## src/hdl/iobd_regs.svh

```systemverilog
`ifndef IOBD_REGS_SVH
`define IOBD_REGS_SVH

// host address areas
`define IOBD_ACIA_BASE    16'hD1C0
`define IOBD_LATCH_BASE   16'hD1E0
`define IOBD_RAM_BASE     16'hD600
`define IOBD_RAM_LAST     16'hD6FF
`define IOBD_MODEM_ALIAS  16'hD1FF
`define IOBD_AREA_LSB     5
`define IOBD_RAM_LSB      8

// interrupt block, outside every decoded area
`define IOBD_IRQ_STAT     16'hD100
`define IOBD_IRQ_CLR      16'hD101
`define IOBD_IRQ_EN       16'hD102

// register index inside the latch area
`define IOBD_LREG_PAGE    2'h0
`define IOBD_LREG_DATA    2'h1
`define IOBD_LREG_GPIO    2'h2
`define IOBD_LREG_MODEM   2'h3

// modem status bit positions
`define IOBD_MS_DSR       0
`define IOBD_MS_DCD       1
`define IOBD_MS_CTS       2
`define IOBD_MS_PBUSY     3
`define IOBD_MS_BIRQ      4

// general output latch fields
`define IOBD_GP_HIADDR_MSB 3
`define IOBD_GP_RAMEN      5

// event bit positions
`define IOBD_EV_MODEM     0
`define IOBD_EV_PRN       1
`define IOBD_EV_ACIA      2

// reset values
`define IOBD_LATCH_RST    8'h00
`define IOBD_IRQ_RST      3'h0

`endif

```

## src/hdl/iobd_pkg.sv

```systemverilog
package iobd_pkg;

    typedef enum logic [1:0] {
        IOBD_AREA_NONE  = 2'b00,
        IOBD_AREA_ACIA  = 2'b01,
        IOBD_AREA_LATCH = 2'b10,
        IOBD_AREA_RAM   = 2'b11
    } iobd_area_type;

    typedef logic [7:0] iobd_byte_type;

endpackage : iobd_pkg

```

## src/hdl/iobd_decode.sv

```systemverilog
`timescale 1ns/1ps
`default_nettype none
`include "iobd_regs.svh"

// Functional notes
// - decode acia at D1C0, general latches at D1E0, ram window at D600.
// - ram window spans 256 bytes to D6FF, each byte reaches on-board ram.
// - acia and latch areas hold four registers, each with seven shadows.
// - acia dsr, cts and dcd inputs held low, always asserted.
// - true external dcd, dsr, cts return on low three bits of D1E3.
// - modem bits read true-sense; asserted dcd reads one on bit 1.
// - status readable at alias D1FF; bit 3 printer irq, bit 4 combined irq.
module iobd_decode (
    input  wire logic                    clk,
    input  wire logic                    arst_n,
    input  wire logic [15:0]             addr,
    input  wire iobd_pkg::iobd_byte_type wdata,
    input  wire logic                    wr,
    input  wire logic                    rd,
    output var  iobd_pkg::iobd_byte_type rdata,
    output var  logic                    acia_cs,
    output var  logic [1:0]              acia_rs,
    output var  logic                    acia_we,
    output var  logic                    acia_re,
    input  wire iobd_pkg::iobd_byte_type acia_rdata,
    input  wire logic                    acia_irq,
    output var  logic                    acia_dsr_n,
    output var  logic                    acia_cts_n,
    output var  logic                    acia_dcd_n,
    input  wire logic                    modem_dcd,
    input  wire logic                    modem_dsr,
    input  wire logic                    modem_cts,
    input  wire logic                    prn_busy_irq,
    output var  logic [11:0]             ram_page,
    output var  logic                    ram_en,
    output var  iobd_pkg::iobd_byte_type prn_data,
    output var  iobd_pkg::iobd_byte_type rom_bank,
    output var  logic                    irq
);
    import iobd_pkg::*;

    // area decode, shared by the access and the read-back path
    function automatic iobd_area_type area_of(input logic [15:0] a);
        if (a[15:`IOBD_AREA_LSB] == 11'(`IOBD_ACIA_BASE >> `IOBD_AREA_LSB)) begin
            area_of = IOBD_AREA_ACIA;
        end else if (a[15:`IOBD_AREA_LSB] == 11'(`IOBD_LATCH_BASE >> `IOBD_AREA_LSB)) begin
            area_of = IOBD_AREA_LATCH;
        end else if (a[15:`IOBD_RAM_LSB] == 8'(`IOBD_RAM_BASE >> `IOBD_RAM_LSB)) begin
            area_of = IOBD_AREA_RAM;
        end else begin
            area_of = IOBD_AREA_NONE;
        end
    endfunction : area_of

    iobd_area_type   area;
    logic [1:0]      reg_idx;
    logic            latch_wr;
    logic            latch_rd;
    logic            ram_wr;
    logic            irq_clr_wr;
    logic            irq_en_wr;
    logic            irq_stat_rd;
    logic            irq_en_rd;
    logic [2:0]      modem_sync;
    logic [1:0]      irq_sync;
    logic            dcd_s;
    logic            dsr_s;
    logic            cts_s;
    logic            prn_s;
    logic            acia_s;
    iobd_byte_type   modem_status;
    iobd_byte_type   ram_rdata;
    iobd_byte_type   latch_rdata;
    iobd_byte_type   page_q;
    iobd_byte_type   data_q;
    iobd_byte_type   gpio_q;
    iobd_byte_type   rom_q;
    iobd_byte_type   rdata_d;
    iobd_byte_type   rdata_q;
    logic            ram_sel_q;
    logic [2:0]      modem_prev_q;
    logic            prn_prev_q;
    logic            acia_prev_q;
    logic [2:0]      events;
    logic [2:0]      stat_d;
    logic [2:0]      stat_q;
    logic [2:0]      en_q;

    // area and register select
    assign area    = area_of(addr);
    assign reg_idx = addr[1:0];

    // acia strobes pass straight through so the part sees the host cycle itself
    assign acia_cs = (area == IOBD_AREA_ACIA) && (wr || rd);
    assign acia_rs = reg_idx;
    assign acia_we = acia_cs && wr;
    assign acia_re = acia_cs && rd;

    // receiver must never be blocked by modem lines, so hold them asserted
    assign acia_dsr_n = 1'b0;
    assign acia_cts_n = 1'b0;
    assign acia_dcd_n = 1'b0;

    // pin inputs are asynchronous to the host clock
    iobd_sync #(.WIDTH(3)) u_modem_sync (
        .clk      (clk),
        .arst_n   (arst_n),
        .async_in ({modem_cts, modem_dsr, modem_dcd}),
        .sync_out (modem_sync)
    );

    iobd_sync #(.WIDTH(2)) u_irq_sync (
        .clk      (clk),
        .arst_n   (arst_n),
        .async_in ({acia_irq, prn_busy_irq}),
        .sync_out (irq_sync)
    );

    assign dcd_s  = modem_sync[0];
    assign dsr_s  = modem_sync[1];
    assign cts_s  = modem_sync[2];
    assign prn_s  = irq_sync[0];
    assign acia_s = irq_sync[1];

    // modem status read value, true-sense
    assign modem_status = {3'h0, acia_s || prn_s, prn_s, cts_s, dcd_s, dsr_s};

    // latch area writes and reads
    assign latch_wr = wr && (area == IOBD_AREA_LATCH);
    assign latch_rd = rd && (area == IOBD_AREA_LATCH);

    always_ff @(posedge clk or negedge arst_n) begin
        if (!arst_n) begin
            page_q <= `IOBD_LATCH_RST;
            data_q <= `IOBD_LATCH_RST;
            gpio_q <= `IOBD_LATCH_RST;
            rom_q  <= `IOBD_LATCH_RST;
        end else if (latch_wr) begin
            unique case (reg_idx)
                `IOBD_LREG_PAGE:  page_q <= wdata;
                `IOBD_LREG_DATA:  data_q <= wdata;
                `IOBD_LREG_GPIO:  gpio_q <= wdata;
                `IOBD_LREG_MODEM: rom_q  <= wdata;
            endcase
        end
    end

    assign ram_page = {gpio_q[`IOBD_GP_HIADDR_MSB:0], page_q};
    assign ram_en   = gpio_q[`IOBD_GP_RAMEN];
    assign prn_data = data_q;
    assign rom_bank = rom_q;

    // the latch area reads its own stores except the modem/irq sense word
    assign latch_rdata = (reg_idx == `IOBD_LREG_MODEM) ? modem_status :
                         (reg_idx == `IOBD_LREG_GPIO)  ? gpio_q :
                         (reg_idx == `IOBD_LREG_DATA)  ? data_q : page_q;

    // ram window: every offset 00..FF maps to one byte of the ram
    assign ram_wr = wr && (area == IOBD_AREA_RAM);

    iobd_ram u_ram (
        .clk    (clk),
        .arst_n (arst_n),
        .we     (ram_wr),
        .addr   (addr[7:0]),
        .wdata  (wdata),
        .rdata  (ram_rdata)
    );

    // interrupt block
    assign irq_clr_wr  = wr && (addr == `IOBD_IRQ_CLR);
    assign irq_en_wr   = wr && (addr == `IOBD_IRQ_EN);
    assign irq_stat_rd = rd && (addr == `IOBD_IRQ_STAT);
    assign irq_en_rd   = rd && (addr == `IOBD_IRQ_EN);

    assign events[`IOBD_EV_MODEM] = modem_sync != modem_prev_q;
    assign events[`IOBD_EV_PRN]   = prn_s && !prn_prev_q;
    assign events[`IOBD_EV_ACIA]  = acia_s && !acia_prev_q;

    // a new event in the clear cycle survives the clear
    assign stat_d = (stat_q & ~(irq_clr_wr ? wdata[2:0] : 3'h0)) | events;

    always_ff @(posedge clk or negedge arst_n) begin
        if (!arst_n) begin
            modem_prev_q <= 3'h0;
            prn_prev_q   <= 1'b0;
            acia_prev_q  <= 1'b0;
            stat_q       <= `IOBD_IRQ_RST;
            en_q         <= `IOBD_IRQ_RST;
        end else begin
            modem_prev_q <= modem_sync;
            prn_prev_q   <= prn_s;
            acia_prev_q  <= acia_s;
            stat_q       <= stat_d;
            en_q         <= irq_en_wr ? wdata[2:0] : en_q;
        end
    end

    assign irq = |(stat_q & en_q);

    // read data select; unmapped addresses answer zero
    assign rdata_d = (acia_re)     ? acia_rdata :
                     (latch_rd)    ? latch_rdata :
                     (irq_stat_rd) ? {5'h00, stat_q} :
                     (irq_en_rd)   ? {5'h00, en_q} : 8'h00;

    always_ff @(posedge clk or negedge arst_n) begin
        if (!arst_n) begin
            rdata_q   <= 8'h00;
            ram_sel_q <= 1'b0;
        end else begin
            rdata_q   <= rdata_d;
            ram_sel_q <= rd && (area == IOBD_AREA_RAM);
        end
    end

    // ram already registers its output, so steer rather than re-register
    assign rdata = ram_sel_q ? ram_rdata : rdata_q;
endmodule : iobd_decode

`default_nettype wire

```

## src/hdl/iobd_ram.sv

```systemverilog
`timescale 1ns/1ps
`default_nettype none

module iobd_ram (
    input  wire logic                  clk,
    input  wire logic                  arst_n,
    input  wire logic                  we,
    input  wire logic [7:0]            addr,
    input  wire iobd_pkg::iobd_byte_type wdata,
    output var  iobd_pkg::iobd_byte_type rdata
);
    import iobd_pkg::*;

    // array has no reset: contents are undefined after power-up, as real ram
    iobd_byte_type mem [0:255];
    iobd_byte_type rdata_q;

    always_ff @(posedge clk) begin
        if (we) begin
            mem[addr] <= wdata;
        end
    end

    always_ff @(posedge clk or negedge arst_n) begin
        if (!arst_n) begin
            rdata_q <= 8'h00;
        end else begin
            rdata_q <= mem[addr];
        end
    end

    assign rdata = rdata_q;

endmodule : iobd_ram

`default_nettype wire

```

## src/hdl/iobd_sync.sv

```systemverilog
`timescale 1ns/1ps
`default_nettype none

module iobd_sync #(
    parameter int WIDTH = 1
) (
    input  wire logic             clk,
    input  wire logic             arst_n,
    input  wire logic [WIDTH-1:0] async_in,
    output var  logic [WIDTH-1:0] sync_out
);
    import iobd_pkg::*;

    genvar g;
    generate
        for (g = 0; g < WIDTH; g++) begin : g_bit
            logic meta_q;
            logic hold_q;
            always_ff @(posedge clk or negedge arst_n) begin
                if (!arst_n) begin
                    meta_q <= 1'b0;
                    hold_q <= 1'b0;
                end else begin
                    meta_q <= async_in[g];
                    hold_q <= meta_q;
                end
            end
            assign sync_out[g] = hold_q;
        end
    endgenerate

endmodule : iobd_sync

`default_nettype wire

```

## config.mk

```make
export PLATFORM = sky130hd
export DESIGN_NAME = iobd_decode
export DESIGN_NICKNAME = d
export VERILOG_FILES = /design/src/hdl/iobd_pkg.sv /design/src/hdl/iobd_decode.sv /design/src/hdl/iobd_ram.sv /design/src/hdl/iobd_sync.sv
export VERILOG_INCLUDE_DIRS = /design/src /design/src/hdl
export SDC_FILE = /design/constraint.sdc
export NUM_CORES = 2
export LEC_CHECK = 0
export BUFFER_PORTS_ARGS = -buffer_cell sky130_fd_sc_hd__buf_2
export CAP_MARGIN = 20
export CORE_AREA = 2 2 372 447
export CTS_CLUSTER_DIAMETER = 200
export DETAILED_ROUTE_END_ITERATION = 16
export DIE_AREA = 0 0 374 449
export PLACE_DENSITY = 0.71
export SLEW_MARGIN = 20
export SYNTH_ARGS = -nofsm -noshare
export SYNTH_HDL_FRONTEND = slang
export SYNTH_HIERARCHICAL = 1
export SYNTH_SLANG_ARGS = --single-unit
```

## constraint.sdc

```tcl
create_clock -name clk -period 2.3 [get_ports clk]
set_clock_uncertainty 0.1 [all_clocks]
set_input_delay 0.115 -clock clk [delete_from_list [all_inputs] [get_ports clk]]
set_output_delay 0.115 -clock clk [all_outputs]
set_load 0.005 [all_outputs]
```

==> flow_summary.json <==
{
  "power_switching_mw": 16.60,
  "drt_iter0_drc": 5324,
  "vias": 42180,
  "violations": "negative setup slack",
  "p_comb_share_pct": 5.2,
  "dp_slack_ns": -1.212,
  "status": "finished with violations",
  "rows": 163,
  "grt_pass1_vias": 43270,
  "yosysSeqAreaShare_pct": 77.80,
  "finalHoldViolations": 0,
  "die_h_um": 449,
  "synth-seq-cells": 2118,
  "seq_power_share_pct": 53.6,
  "crit_required_ns": 2.91,
  "fillers": 11020,
  "crit_family": "compound AO/OA/AOI/OAI gates",
  "pwr-share-clk_pct": 41.2,
  "cap_violations": 0,
  "worst_ep_arrival_time_ns": 2.93,
  "dpl.hpwl_um": 128700,
  "worst_pin_slew_ns": 0.7619,
  "insertion_delay_ns": 0.85,
  "ios": 87,
  "fmax_ghz": 0.4315,
  "track_usage_pct": 23.90,
  "ys.flop_type": "edfxtp_1",
  "crit_path_max_incr_delay_ns": 0.56,
  "die_width_um": 374,
  "synthArstFlopShare_pct": 3.305,
  "start_util_pct": 49.64,
  "drt-total-wl_um": 200300,
  "htree_levels": 4,
  "final_cell_mix": "edfxtp_1, buf_4, mux4_2, a22oi_1, nor2_1",
  "cts.sinks": 2118,
  "worstHoldStart": "addr[13]",
  "place_congestion": 0.8981,
  "worstSetupPathType": "register to register",
  "synthXorXnorAreaFrac_pct": 0.03232,
  "drc": 0,
  "drtPass1Iterations": 6,
  "wire_per_inst_um": 29.38,
  "power_density_nw_per_um2": 805.8,
  "synthesis.area_um2": 81300,
  "synth_top_family_by_area": "multiplexers",
  "worstSetupStartpoint": "u_ram/mem[20][6]$_DFFE_PP_",
  "root_buffer": "clkbuf_16",
  "yosys_warnings": 6,
  "final_cells": 6818,
  "synth_mux_area_share_pct": 14.98,
  "grt_pass1_wl_um": 294100,
  "p_leak_nw": 32.00,
  "cts.path.max_buffers": 3,
  "core_area_um2": 163800,
  "mostFrequentLayoutCell": "edfxtp_1",
  "vdd_drop_max_mv": 0.8092,
  "setup-violations-final": 2,
  "postRouteAntennaNets": 0,
  "synth_simple_gate_area_share_pct": 2.013,
  "slew_headroom_pct": 49.21,
  "synth_edf_count": 2048,
  "synthDistinctLibCells": 43,
  "antenna_found_initial": 2,
  "area.growth.synth_to_final_pct": 20.56,
  "cts_tree": "built",
  "ff_latch_area_um2": 63250,
  "whs_ns": 0.02771,
  "worst_slack_ns": -0.01768,
  "hold_path_class": "input port to register",
  "r2r_start": "u_ram/mem[20][6]$_DFFE_PP_",
  "synth_area_per_cell_um2": 21.66,
  "switching_share_pct": 21.02,
  "design.die.area_um2": 167900,
  "port_buffers": 83,
  "synth-compound-area-share_pct": 3.684,
  "syn_inst": 3754,
  "slowest_stage": "o41ai_4",
  "grt_setup_unrepaired": "true",
  "endpoint_kind": "register",
  "grt_overflow": 0,
  "grt_max_degree": 109,
  "nets": 4545,
  "viasPerCell": 6.186,
  "place_inst": 6398,
  "multi_input_area_um2": 17830,
  "period_share_pct": 100.8,
  "power.internal_mw": 62.37,
  "numCtsBuffers": 195,
  "crit_path_start_kind": "register",
  "clk_pin_slew_ns": 0.06,
  "crit_buf_inv": 1,
  "cp_max_fo": 1,
  "finalMaxSlewViolations": 0,
  "drive_gt1_share_pct": 38.01,
  "min_period_ns": 2.318,
  "synth_adder_area_share_pct": 0,
  "cp_cell_sequence": "mux4_2 > a22oi_2 > a21oi_2 > o41ai_4 > buf_4 > nand4_1"
}
-- cells in the mapped netlist (10+ instances only) --
cell type  number  share of area, %
a21oi_1       133              0.82
a22oi_1       256               2.4
buf_1          39              0.18
buf_2          41              0.25
buf_4          31              0.29
buf_6          10              0.14
clkbuf_1      131              0.60
dfrtp_1        70               2.2
edfxtp_1     2048                76
mux2_2         43              0.60
mux4_2        516                14
nand2_1        32              0.15
nand3_1        19              0.12
nor2_1        239               1.1
nor3_1         33              0.20
o41ai_1        32              0.34
-- timing repair --
item | in CTS | in global routing
buffers inserted | 0 | 0
gates resized for setup | 64 | 61
endpoints found under the setup margin | 9 | 775
hold buffers | 57 | 2
pin swaps | 20 | 35
hold endpoints to repair | 2008 | 1
-- layer usage --
layer	up-vias	global-route usage, %	wire, um
li1	17320	-	-
met1	22370	31.56	74750
met2	2116	40.32	102700
met3	381	3.287	14970
met4	0	9.761	7916
met5	-	0	0
-- cell type report --
class,instances,area share (%)
Sequential cell,2118,64.53
Multi-Input combinational cell,1380,18.19
Timing Repair Buffer,804,7.914
Clock buffer,230,5.230
Tap cell,2145,2.738
Clock inverter,135,1.380
Inverter,5,0.01915
Antenna cell,1,0.002553
-- sequential cells by signal, summed over array words and instances, names as in the netlist, 2 cells and up --
signal	flops
u_irq_sync/g_bit.meta_q	2
modem_prev_q	3
page_q	8
u_ram/mem	2048
rdata_q	8
u_modem_sync/g_bit.hold_q	3
rom_bank	8
stat_q	3
u_modem_sync/g_bit.meta_q	3
u_ram/rdata	8
en_q	3
u_irq_sync/g_bit.hold_q	2
prn_data	8
gpio_q	8
-- through the flow --
stage / area [um2] / TNS (ns) / power (mW) / utilization [%]
global placement: 90190 / -484.44 / 47.00 / 55.07
global route: 98020 / -0.1541 / 80.95 / 59.85
detailed placement: 90220 / -493.86 / 47.06 / 55.09
finish: 98020 / -0.02570 / 78.98 / 59.85
CTS: 97700 / -0.05026 / 79.31 / 59.66
floorplan: 81480 / -95.28 / 44.97 / -
-- tightest hold or removal path: stages --
cell	delay, ns
buf_2	0.08
nand4b_1	0.18
buf_4	0.17
nor4b_4	0.07
nand2_1	0.14
mux2_2	0.17
-- kinds of logic after synthesis --
group / Yosys count
xor gates and xnor gates: 3
muxes: 566
AOI/OAI and AO/OA: 436
and+or+nand+nor: 372
buffers and inverters: 258
DFF: 2118
other: 1
-- worst paths after layout --
path	end	slack (ns)	cells past startpoint
setup / recovery	u_ram/rdata[6]$_DFF_PN0_	-0.02	6
hold / removal	en_q[0]$_DFFE_PN0P_	0.03	6
setup reg to reg	u_ram/rdata[6]$_DFF_PN0_	-0.02	6
hold reg to reg	u_modem_sync/g_bit[1].hold_q$_DFF_PN0_	0.25	0
max in group asynchronous	page_q[6]$_DFFE_PN0P_	1.55	4
min in group asynchronous	prn_prev_q$_DFF_PN0_	0.30	4
-- power groups by stage --
stage | Sequential [mW] | Clock, mW | Combinational (mW)
6_report | 42.3 | 32.5 | 4.11
5_1_grt | 42.3 | 34.3 | 4.31
4_1_cts | 42.3 | 32.9 | 4.06
3_5_place_dp | 43.2 | 0 | 3.89
3_3_place_gp | 43.2 | 0 | 3.83
2_1_floorplan | 43.1 | 0 | 1.82
(Power assumes the default switching activity.)
